===== config.mk =====
export PLATFORM = sky130hd
export DESIGN_NAME = trigger_output_cascade_control
export DESIGN_NICKNAME = d
export VERILOG_FILES = /design/src/inc/trigger_pkg.sv /design/src/hw/ahb_lite_regport.sv /design/src/hw/trigger_edge_launch.sv /design/src/hw/trigger_output_cascade_control.sv
export VERILOG_INCLUDE_DIRS = /design/src /design/src/inc
export SDC_FILE = /design/constraint.sdc
export NUM_CORES = 1
export LEC_CHECK = 0
export BUFFER_PORTS_ARGS = -buffer_cell sky130_fd_sc_hd__buf_2
export CAP_MARGIN = 20
export CORE_ASPECT_RATIO = 0.75
export CORE_MARGIN = 3
export CORE_UTILIZATION = 45
export CTS_BUF_LIST = sky130_fd_sc_hd__clkbuf_8
export CTS_CLUSTER_DIAMETER = 30
export DETAILED_ROUTE_END_ITERATION = 10
export PLACE_DENSITY = 0.76
export SETUP_SLACK_MARGIN = 0.5
export SLEW_MARGIN = 10
export SYNTH_ARGS = -nofsm -noshare
export SYNTH_HDL_FRONTEND = slang
export SYNTH_HIERARCHICAL = 1
export SYNTH_SLANG_ARGS = --single-unit

===== constraint.sdc =====
create_clock -name hclk -period 2.2 [get_ports hclk]
set_clock_uncertainty 0.1 [all_clocks]
set_input_delay 0.22 -clock hclk [delete_from_list [all_inputs] [get_ports hclk]]
set_output_delay 0.22 -clock hclk [all_outputs]
set_load 0.02 [all_outputs]

===== src/inc/trigger_defines.svh =====
// Offsets, field positions, reset values and widths of the trigger unit
`ifndef TRIGGER_DEFINES_SVH
`define TRIGGER_DEFINES_SVH

// Register byte addresses
`define TRG_CTRL_ADDR     12'h538
`define TRG_RUN_ADDR      12'h540
`define TRG_STAT_ADDR     12'h544
`define TRG_MASK_ADDR     12'h548
`define TRG_ADDR_W        12

// Cascade control register fields
`define TRG_CHAIN_BIT     31
`define TRG_TAIL_BIT      30
`define TRG_UPSEL_HI      27
`define TRG_UPSEL_LO      26
`define TRG_NOW_BIT       25
`define TRG_NOTIFY_BIT    24
`define TRG_EDGE_BIT      23
`define TRG_ITER_HI       15
`define TRG_ITER_LO       0
`define TRG_CTRL_WMASK    32'hcf80ffff
`define TRG_CTRL_RESET    32'h00000000

// Run control register fields
`define TRG_RUN_EN_BIT    0
`define TRG_RUN_CLR_BIT   1
`define TRG_RUN_ACT_BIT   2

// Status and mask register fields
`define TRG_ST_DONE_BIT   0
`define TRG_ST_ERR_BIT    1
`define TRG_ST_W          2
`define TRG_ST_RESET      2'h0

// Sizes
`define TRG_ITER_W        16
`define TRG_UPSTREAM_N    3
`define TRG_TIME_W        64

`endif


===== src/inc/trigger_pkg.sv =====
// Types shared by the trigger unit modules
package trigger_pkg;

    // Sequencer states, Gray along idle -> armed -> fire
    typedef enum logic [1:0] {
        ST_IDLE  = 2'b00,
        ST_ARMED = 2'b01,
        ST_FIRE  = 2'b11
    } seq_state_type;

endpackage

===== src/hw/ahb_lite_regport.sv =====
// Zero-wait AHB-Lite slave turning bus transfers into register strobes
`timescale 1ns/1ps
`include "trigger_defines.svh"

module ahb_lite_regport (
    // Clock and reset
    input  wire logic                   hclk,
    input  wire logic                   hresetn,
    // AHB-Lite slave side
    input  wire logic                   hsel,
    input  wire logic [31:0]            haddr,
    input  wire logic [1:0]             htrans,
    input  wire logic                   hwrite,
    input  wire logic [2:0]             hsize,
    input  wire logic [31:0]            hwdata,
    input  wire logic                   hready,
    output logic      [31:0]            hrdata,
    output logic                        hreadyout,
    output logic                        hresp,
    // Register side
    output logic                        wr_en,
    output logic      [`TRG_ADDR_W-1:0] wr_addr,
    output logic      [31:0]            wr_data,
    output logic                        rd_en,
    output logic      [`TRG_ADDR_W-1:0] rd_addr,
    input  wire logic [31:0]            rd_data
);
    typedef struct packed {
        logic                   wr_pend;
        logic [`TRG_ADDR_W-1:0] wr_addr;
        logic [31:0]            rdata;
        logic                   ready;
    } port_state_type;

    port_state_type s_r;
    port_state_type s_nxt;
    logic           take;

    // Address phase accepted on NONSEQ or SEQ; hsize is not decoded, so every access acts as a whole word
    assign take    = hsel & htrans[1] & hready;
    assign rd_en   = take & ~hwrite;
    assign rd_addr = haddr[`TRG_ADDR_W-1:0];
    assign wr_en   = s_r.wr_pend;
    assign wr_addr = s_r.wr_addr;
    assign wr_data = hwdata;

    assign hrdata    = s_r.rdata;
    assign hreadyout = s_r.ready;
    assign hresp     = 1'b0;

    always_comb begin
        s_nxt         = s_r;
        s_nxt.ready   = 1'b1;
        s_nxt.wr_pend = take & hwrite;
        if (take) begin
            s_nxt.wr_addr = haddr[`TRG_ADDR_W-1:0];
        end
        // Read data captured so it stands in the data phase
        if (rd_en) begin
            s_nxt.rdata = rd_data;
        end
    end

    always_ff @(posedge hclk or negedge hresetn) begin
        if (!hresetn) begin
            s_r <= '0;
        end else begin
            s_r <= s_nxt;
        end
    end
endmodule // ahb_lite_regport


===== src/hw/trigger_edge_launch.sv =====
// Launches the trigger output on the chosen edge of the system clock
`timescale 1ns/1ps

module trigger_edge_launch (
    // Clock and reset
    input  wire logic hclk,
    input  wire logic hresetn,
    // Launch request
    input  wire logic fire,
    input  wire logic on_falling,
    // Output level
    output logic      trig_out
);
    typedef struct packed {
        logic rise_tgl;
        logic fall_req;
    } launch_state_type;

    launch_state_type s_r;
    launch_state_type s_nxt;
    logic             fall_tgl_r;

    always_comb begin
        s_nxt          = s_r;
        s_nxt.fall_req = fire & on_falling;
        if (fire && !on_falling) begin
            s_nxt.rise_tgl = ~s_r.rise_tgl;
        end
    end

    always_ff @(posedge hclk or negedge hresetn) begin
        if (!hresetn) begin
            s_r <= '0;
        end else begin
            s_r <= s_nxt;
        end
    end

    // Falling-edge launch half a cycle after the request
    always_ff @(negedge hclk or negedge hresetn) begin
        if (!hresetn) begin
            fall_tgl_r <= 1'b0;
        end else if (s_r.fall_req) begin
            fall_tgl_r <= ~fall_tgl_r;
        end
    end

    // Only one toggle moves per event, so the level changes once
    assign trig_out = s_r.rise_tgl ^ fall_tgl_r;
endmodule // trigger_edge_launch


===== src/hw/trigger_output_cascade_control.sv =====
// Trigger unit control slice with cascade chaining and AHB-Lite registers
`timescale 1ns/1ps
`include "trigger_defines.svh"

////////////////////////////////////////////////////////////////////////////
// Operation
// (RQ1) Chain bit set runs the unit as cascade member, clear runs standalone.
// (RQ2) Tail bit marks the last chain unit, which counts chain iterations.
// (RQ3) With no tail in the chain the iteration count is ignored; loops forever.
// (RQ4) Software stops an endless chain through the unit soft clear bit.
// (RQ5) Two-bit select picks one of three upstream done pulses as start.
// (RQ6) Three-unit ring, unit three tail: selects 0x3, 0x1, 0x2.
// (RQ7) Immediate bit fires at once when target time already passed.
// (RQ8) Immediate bit clear waits until system time reaches the target.
// (RQ9) Notify bit reports done and fault status and raises the interrupt.
// (RQ10) Notify bit clear suppresses both done and fault reporting.
// (RQ11) Edge bit launches output on falling clock edge, else rising.
// (RQ12) Software enables only the head; enable clears once output fires.
// (RQ13) Tail iteration count holds passes minus one: 0 is one pass.
// (RQ14) Done goes downstream as a one-cycle pulse per completion.
module trigger_output_cascade_control
    import trigger_pkg::*;
#(
    parameter int ITER_W = `TRG_ITER_W,
    parameter int TIME_W = `TRG_TIME_W
) (
    // Clock and reset
    input  wire logic                       hclk,
    input  wire logic                       hresetn,
    // AHB-Lite register port
    input  wire logic                       hsel,
    input  wire logic [31:0]                haddr,
    input  wire logic [1:0]                 htrans,
    input  wire logic                       hwrite,
    input  wire logic [2:0]                 hsize,
    input  wire logic [31:0]                hwdata,
    input  wire logic                       hready,
    output logic      [31:0]                hrdata,
    output logic                            hreadyout,
    output logic                            hresp,
    // System time and target time, same clock
    input  wire logic [TIME_W-1:0]          sys_time,
    input  wire logic [TIME_W-1:0]          target_time,
    // Cascade links
    input  wire logic [`TRG_UPSTREAM_N-1:0] upstream_done,
    output logic                            unit_done,
    // Trigger output and interrupt
    output logic                            trig_out,
    output logic                            irq
);
    import trigger_pkg::*;

    ////////////////////////////////////////////////////////////////////////
    // State

    typedef struct packed {
        seq_state_type          state;
        logic [31:0]            ctrl;
        logic                   enable;
        logic [ITER_W-1:0]      pass_cnt;
        logic                   fire;
        logic                   done;
        logic [`TRG_ST_W-1:0]   status;
        logic [`TRG_ST_W-1:0]   mask;
        logic                   irq;
    } unit_state_type;

    unit_state_type s_r;
    unit_state_type s_nxt;

    logic                   wr_en;
    logic [`TRG_ADDR_W-1:0] wr_addr;
    logic [31:0]            wr_data;
    logic                   rd_en;
    logic [`TRG_ADDR_W-1:0] rd_addr;
    logic [31:0]            rd_data;

    ////////////////////////////////////////////////////////////////////////
    // Helpers

    // True when time a lies strictly before time b
    function automatic logic time_before(
        input logic [TIME_W-1:0] a,
        input logic [TIME_W-1:0] b
    );
        time_before = (a < b);
    endfunction

    // Picks the upstream done pulse named by the select field
    function automatic logic upstream_pick(
        input logic [1:0]                 sel,
        input logic [`TRG_UPSTREAM_N-1:0] dn
    );
        unique case (sel)
            2'h0:    upstream_pick = 1'b0;
            2'h1:    upstream_pick = dn[0];
            2'h2:    upstream_pick = dn[1];
            2'h3:    upstream_pick = dn[2];
        endcase
    endfunction

    ////////////////////////////////////////////////////////////////////////
    // Field views

    logic              chain_enable;
    logic              tail_unit;
    logic [1:0]        upstream_sel;
    logic              fire_now;
    logic              notify;
    logic              fall_edge;
    logic [ITER_W-1:0] iter_count;
    logic              active;

    assign chain_enable = s_r.ctrl[`TRG_CHAIN_BIT];
    assign tail_unit    = s_r.ctrl[`TRG_TAIL_BIT];
    assign upstream_sel = s_r.ctrl[`TRG_UPSEL_HI:`TRG_UPSEL_LO];
    assign fire_now     = s_r.ctrl[`TRG_NOW_BIT];
    assign notify       = s_r.ctrl[`TRG_NOTIFY_BIT];
    assign fall_edge    = s_r.ctrl[`TRG_EDGE_BIT];
    assign iter_count   = s_r.ctrl[`TRG_ITER_HI:`TRG_ITER_LO];
    assign active       = (s_r.state != ST_IDLE) | s_r.enable;

    ////////////////////////////////////////////////////////////////////////
    // Register read mux

    always_comb begin
        rd_data = 32'h00000000;
        unique case (rd_addr)
            `TRG_CTRL_ADDR: rd_data = s_r.ctrl;
            `TRG_RUN_ADDR: begin
                rd_data[`TRG_RUN_EN_BIT]  = s_r.enable;
                rd_data[`TRG_RUN_ACT_BIT] = active;
            end
            `TRG_STAT_ADDR: rd_data[`TRG_ST_W-1:0] = s_r.status;
            `TRG_MASK_ADDR: rd_data[`TRG_ST_W-1:0] = s_r.mask;
            default:        rd_data = 32'h00000000;
        endcase
    end

    ////////////////////////////////////////////////////////////////////////
    // Next state

    always_comb begin
        logic                 start;
        logic                 late;
        logic [`TRG_ST_W-1:0] st_set;
        start  = 1'b0;
        late   = 1'b0;
        st_set = '0;

        s_nxt      = s_r;
        s_nxt.fire = 1'b0;
        s_nxt.done = 1'b0;

        // Sequencer
        unique case (s_r.state)
            ST_IDLE: begin
                // Head started by software, members by their upstream
                start = s_r.enable | (chain_enable &  // RQ1
                        upstream_pick(upstream_sel, upstream_done)); // RQ5
                late  = time_before(target_time, sys_time);
                if (start) begin
                    if (late && fire_now) begin
                        s_nxt.state = ST_FIRE; // RQ7
                        s_nxt.fire  = 1'b1;
                    end else if (late) begin
                        // Passed target cannot be reached: fault, stop
                        s_nxt.enable = 1'b0;
                        st_set[`TRG_ST_ERR_BIT] = notify; // RQ9 RQ10
                    end else begin
                        s_nxt.state = ST_ARMED; // RQ8
                    end
                end
            end
            ST_ARMED: begin
                if (!time_before(sys_time, target_time)) begin
                    s_nxt.state = ST_FIRE; // RQ8
                    s_nxt.fire  = 1'b1;
                end
            end
            ST_FIRE: begin
                s_nxt.state  = ST_IDLE;
                s_nxt.enable = 1'b0; // RQ12
                st_set[`TRG_ST_DONE_BIT] = notify; // RQ9 RQ10
                if (chain_enable && tail_unit) begin
                    // Tail ends the chain after count plus one passes
                    if (s_r.pass_cnt == iter_count) begin // RQ2 RQ13
                        s_nxt.pass_cnt = '0;
                    end else begin
                        s_nxt.pass_cnt = s_r.pass_cnt + 1'b1;
                        s_nxt.done     = 1'b1; // RQ14
                    end
                end else begin
                    // Non-tail units always pass the start on
                    s_nxt.done = 1'b1; // RQ3 RQ14
                end
            end
            default: begin
                s_nxt.state = ST_IDLE;
            end
        endcase

        // Register writes
        if (wr_en) begin
            unique case (wr_addr)
                `TRG_CTRL_ADDR: begin
                    s_nxt.ctrl = wr_data & `TRG_CTRL_WMASK;
                end
                `TRG_RUN_ADDR: begin
                    if (wr_data[`TRG_RUN_EN_BIT]) begin
                        s_nxt.enable = 1'b1;
                    end
                end
                `TRG_MASK_ADDR: begin
                    s_nxt.mask = wr_data[`TRG_ST_W-1:0];
                end
                default: begin
                end
            endcase
        end

        // Soft clear: back to inactive with default settings
        if (wr_en && wr_addr == `TRG_RUN_ADDR &&
            wr_data[`TRG_RUN_CLR_BIT]) begin
            s_nxt.state    = ST_IDLE; // RQ4
            s_nxt.ctrl     = `TRG_CTRL_RESET;
            s_nxt.enable   = 1'b0;
            s_nxt.pass_cnt = '0;
            s_nxt.fire     = 1'b0;
            s_nxt.done     = 1'b0;
        end

        // Status: read clears, a new event in the same cycle wins
        if (rd_en && rd_addr == `TRG_STAT_ADDR) begin
            s_nxt.status = '0;
        end
        s_nxt.status = s_nxt.status | st_set;

        s_nxt.irq = |(s_nxt.status & s_nxt.mask); // RQ9
    end

    always_ff @(posedge hclk or negedge hresetn) begin
        if (!hresetn) begin
            s_r.state    <= ST_IDLE;
            s_r.ctrl     <= `TRG_CTRL_RESET;
            s_r.enable   <= 1'b0;
            s_r.pass_cnt <= '0;
            s_r.fire     <= 1'b0;
            s_r.done     <= 1'b0;
            s_r.status   <= `TRG_ST_RESET;
            s_r.mask     <= `TRG_ST_RESET;
            s_r.irq      <= 1'b0;
        end else begin
            s_r <= s_nxt;
        end
    end

    assign unit_done = s_r.done;
    assign irq       = s_r.irq;

    ////////////////////////////////////////////////////////////////////////
    // Submodules

    ahb_lite_regport u_regport (
        .hclk      (hclk),
        .hresetn   (hresetn),
        .hsel      (hsel),
        .haddr     (haddr),
        .htrans    (htrans),
        .hwrite    (hwrite),
        .hsize     (hsize),
        .hwdata    (hwdata),
        .hready    (hready),
        .hrdata    (hrdata),
        .hreadyout (hreadyout),
        .hresp     (hresp),
        .wr_en     (wr_en),
        .wr_addr   (wr_addr),
        .wr_data   (wr_data),
        .rd_en     (rd_en),
        .rd_addr   (rd_addr),
        .rd_data   (rd_data)
    );

    // Edge choice sampled with the fire request
    trigger_edge_launch u_launch (
        .hclk       (hclk),
        .hresetn    (hresetn),
        .fire       (s_r.fire),
        .on_falling (fall_edge), // RQ11
        .trig_out   (trig_out)
    );
endmodule // trigger_output_cascade_control


; ---- Yosys cells after proc, flatten, opt, wreduce, memory -nomap -nowiden
; Cells that the tools add are included.
[totals]
input_bits = 205
regBits = 107
word_cells = 105
[classes]
order_cmp = 2
n_eq_ne = 16
reduce_logical = 18
add_sub_neg = 1
bitwise = 14
muxes = 38
[op_table]
columns = operator, count
row1 = less-than comparator 64 bit, 2
row2 = equality test 12 x 11 -> 1 bit (second input constant), 7
row3 = two-way mux 53 bit, 1
row4 = two-way mux 16 bit, 3
row5 = two-way mux 33 bit, 1
row6 = two-way mux 32 bit, 1
row7 = two-way mux 29 bit, 1
row8 = two-way mux 1 bit, 17
row9 = adder 16 x 1 -> 16 bit (second input constant), 1
row10 = equality test 16 bit, 1
row11 = two-way mux 2 bit, 7
row12 = nonzero test 2 bit, 5
row13 = one-hot mux 1 bit (4 select lines), 2
row14 = bitwise AND 1 bit, 6
row15 = equality test 2 bit (second input constant), 3
row16 = logical AND 1 bit, 6
row17 = inequality test 3 bit (second input constant), 2
row18 = one-hot mux 1 bit (2 select lines), 3
row19 = equality test 2 x 1 -> 1 bit (second input constant), 2
row20 = zero test 2 bit, 2
row21 = inequality test 4 bit (second input constant), 1
row22 = one-hot mux 2 bit (2 select lines), 1
row23 = AND reduction 2 bit, 2
row24 = inverter 1 bit, 3
row25 = other kinds (8), 9

; ---- Longest topological paths before layout
[logic_depth]
word_depth = 11
depth_mapped = 10

; ---- Cells and area by module
; The synthesis kept the hierarchy.
[modules_own_cells]
columns = mod, cells_per_inst, n_inst, area_per_inst_um2
row1 = trigger_output_cascade_control, 549, 1, 4413.0
row2 = ahb_lite_regport, 146, 1, 2184.6
row3 = trigger_edge_launch, 8, 1, 122.6

==> out/metrics.cfg <==
[route]
vias=6091
firstDrtPassIters=4
met1Wirelength_um=7980
maxUsedRoutingLayer=met5
drt-initial-drc-count=308
antenna_left=0
wl_met2_um=9890
dr_wl_met3_um=1340
viasPerCell=5.18
route.detailed.drc=0
wl_um=19500
wl_per_cell_um=16.6

[sta]
setup_viol=1
relSlewSlack=0.618
worst_slack_ns=-0.303
setup_tns_ns=-0.303
final-hold-violation-count=0
finalMaxSlewViolations=0
tightest_slew_ns=0.572
rsz0062_at_grt=true

[setup_path]
path_max_fanout=2
cpMaxStageDelayCell=dfrtn_1
cp-start-kind=flop
crit_arrival_ns=2.18
path_class=flop to primary output
path_cells=xor2_2 -> buf_4
max_stage_delay_ns=0.45
critical_path.endpoint_type=primary output
reg2reg_depth=8
required_ns=1.88

[power_and_ir_drop]
powerDensity_nw_per_um2=532
switchingPower_w=0.00177
p_seq_frac=0.428
p_sw_frac=0.335
p_int_w=0.00353
combPwrFrac=0.348
power_frac_clock=0.225
vdd_drop_max_mv=0.311
cellLeakagePower_nw=4.99

[clock_tree]
clkTransAtPathRegs_ns=0.09
h-tree-depth=3
clkLatencyLatePin_ns=0.37
cts_max_path_buffers=2
clock-root-buffer=clkbuf_8
cts_sinks=98
cts_tree=yes
cts_buffers=9

[logic_synthesis]
syn-cell-area_um2=6650
synth_cells=694
yosys_warnings=6
syn_avg_cell_area_um2=9.59

[grt]
grt_pass1_vias=6160
grt_max_degree=98
grt.overflow.total=0
antenna_found_initial=1
track_usage=0.228
grt_pass1_wl_um=30400

[floorplan]
die_area_um2=16300
dieHeight_um=111
core_area_um2=14100
start_util=0.473
rows=37
die_w_um=146
pin_count=242

[placed_design]
pre_cts_slack_ns=-0.301
gp_congestion=0.909
io_buffer_count=207
dp_hpwl_um=12900

[job]
drv_cap=0

[final_layout]
areaGrowthSynthToFinish_pct=49.8
layout-drive-gt1-share=0.523
diodes=0
fin_nets=1249

[worst_hold_path]
hold_path_class=input port to flop
holdPathStages=2

[run_status]
violations=negative setup slack
outcome=finished, violations left

-- state kept, by name, summed over array words and instances, names as in the netlist --
| signal | cells |
|---|---|
| u_launch/fall_tgl_r | 1 |
| fire_now | 1 |
| chain_enable | 1 |
| u_regport/wr_addr | 12 |
| u_regport/hreadyout | 1 |
| unit_done | 1 |
| notify | 1 |
| u_launch/s_r | 2 |
| s_r | 27 |
| u_regport/wr_en | 1 |
| u_regport/hrdata | 32 |
| iter_count | 16 |
| fall_edge | 1 |
| irq | 1 |
-- path summary, 6_finish.rpt --
path / start / to / slack [ns]
min reg2reg: u_regport/wr_addr[10] / u_regport/wr_addr[10] / 0.41
max reg2reg: u_regport/wr_addr[11] / iter_count[2] / 0.03
min: haddr[11] / u_regport/wr_addr[11] / 0.005
min in group asynchronous: hresetn / u_regport/hrdata[21] / 0.35
max: u_launch/fall_tgl_r / trig_out / -0.30
max in group asynchronous: hresetn / u_launch/fall_tgl_r / 0.79
-- placed cells by master, fill, tap and decap left out, types with 29 or more instances in the layout --
cell type	n
inv_1	60
dlygate4sd3_1	29
mux2_4	32
dfrtp_1	87
buf_4	56
nand2_1	51
buf_6	36
buf_2	186
a21oi_1	30
ha_1	46
-- per-layer routing --
metal / vias to the layer above / global-route usage
li1: 2919 / -
met1: 2914 / 0.288
met2: 222 / 0.399
met3: 34 / 0.0593
met4: 2 / 0.0414
met5: - / 0
-- per-stage QoR --
step                      hold WS [ns]  total power, W  instance area, um^2  utilization  cells
after detailed placement         0.232         0.00370                 8090        0.575   1082
final                          0.00495         0.00530                 9970        0.708   1176
after floorplan                 -0.176         0.00320                 6950            -    702
after global placement           0.233         0.00367                 8090        0.575   1082
after CTS                      0.00196         0.00513                 9500        0.675   1159
after global routing          -0.00301         0.00558                 9970        0.708   1176
-- power by group through the flow --
stage | Combinational [W] | Clock [W] | Sequential [W]
6_report | 0.00184 | 0.00119 | 0.00227
5_1_grt | 0.00200 | 0.00128 | 0.00229
4_1_cts | 0.00170 | 0.00120 | 0.00224
3_5_place_dp | 0.00143 | 0 | 0.00228
3_3_place_gp | 0.00140 | 0 | 0.00227
2_1_floorplan | 0.000909 | 0 | 0.00229
-- critical path: cells and delay by family (launching register included) --
| kind | cells | cell delay (ns) |
|---|---|---|
| buf+inv | 1 | 0.15 |
| flops | 1 | 0.45 |
| xor+xnor | 1 | 0.13 |
-- layout make-up --
type,instances,area [um^2]
repair buffers,316,2250
multi-input cells,475,4500
well taps,195,244
clock buffers,10,138
inverters,76,305
fillers,1007,4110
clock inverters,6,61.3
flip-flops and latches,98,2460
-- what timing repair did --
action	4_1_cts	5_1_grt
hold buffers	28	1
endpoints found under the hold margin	124	1
cloned	4	0
pin swaps	55	37
gates resized for setup	120	80
endpoints found under the setup margin	50	51
setup buffers	29	16
Note: power is estimated with default switching activity, not from simulation.
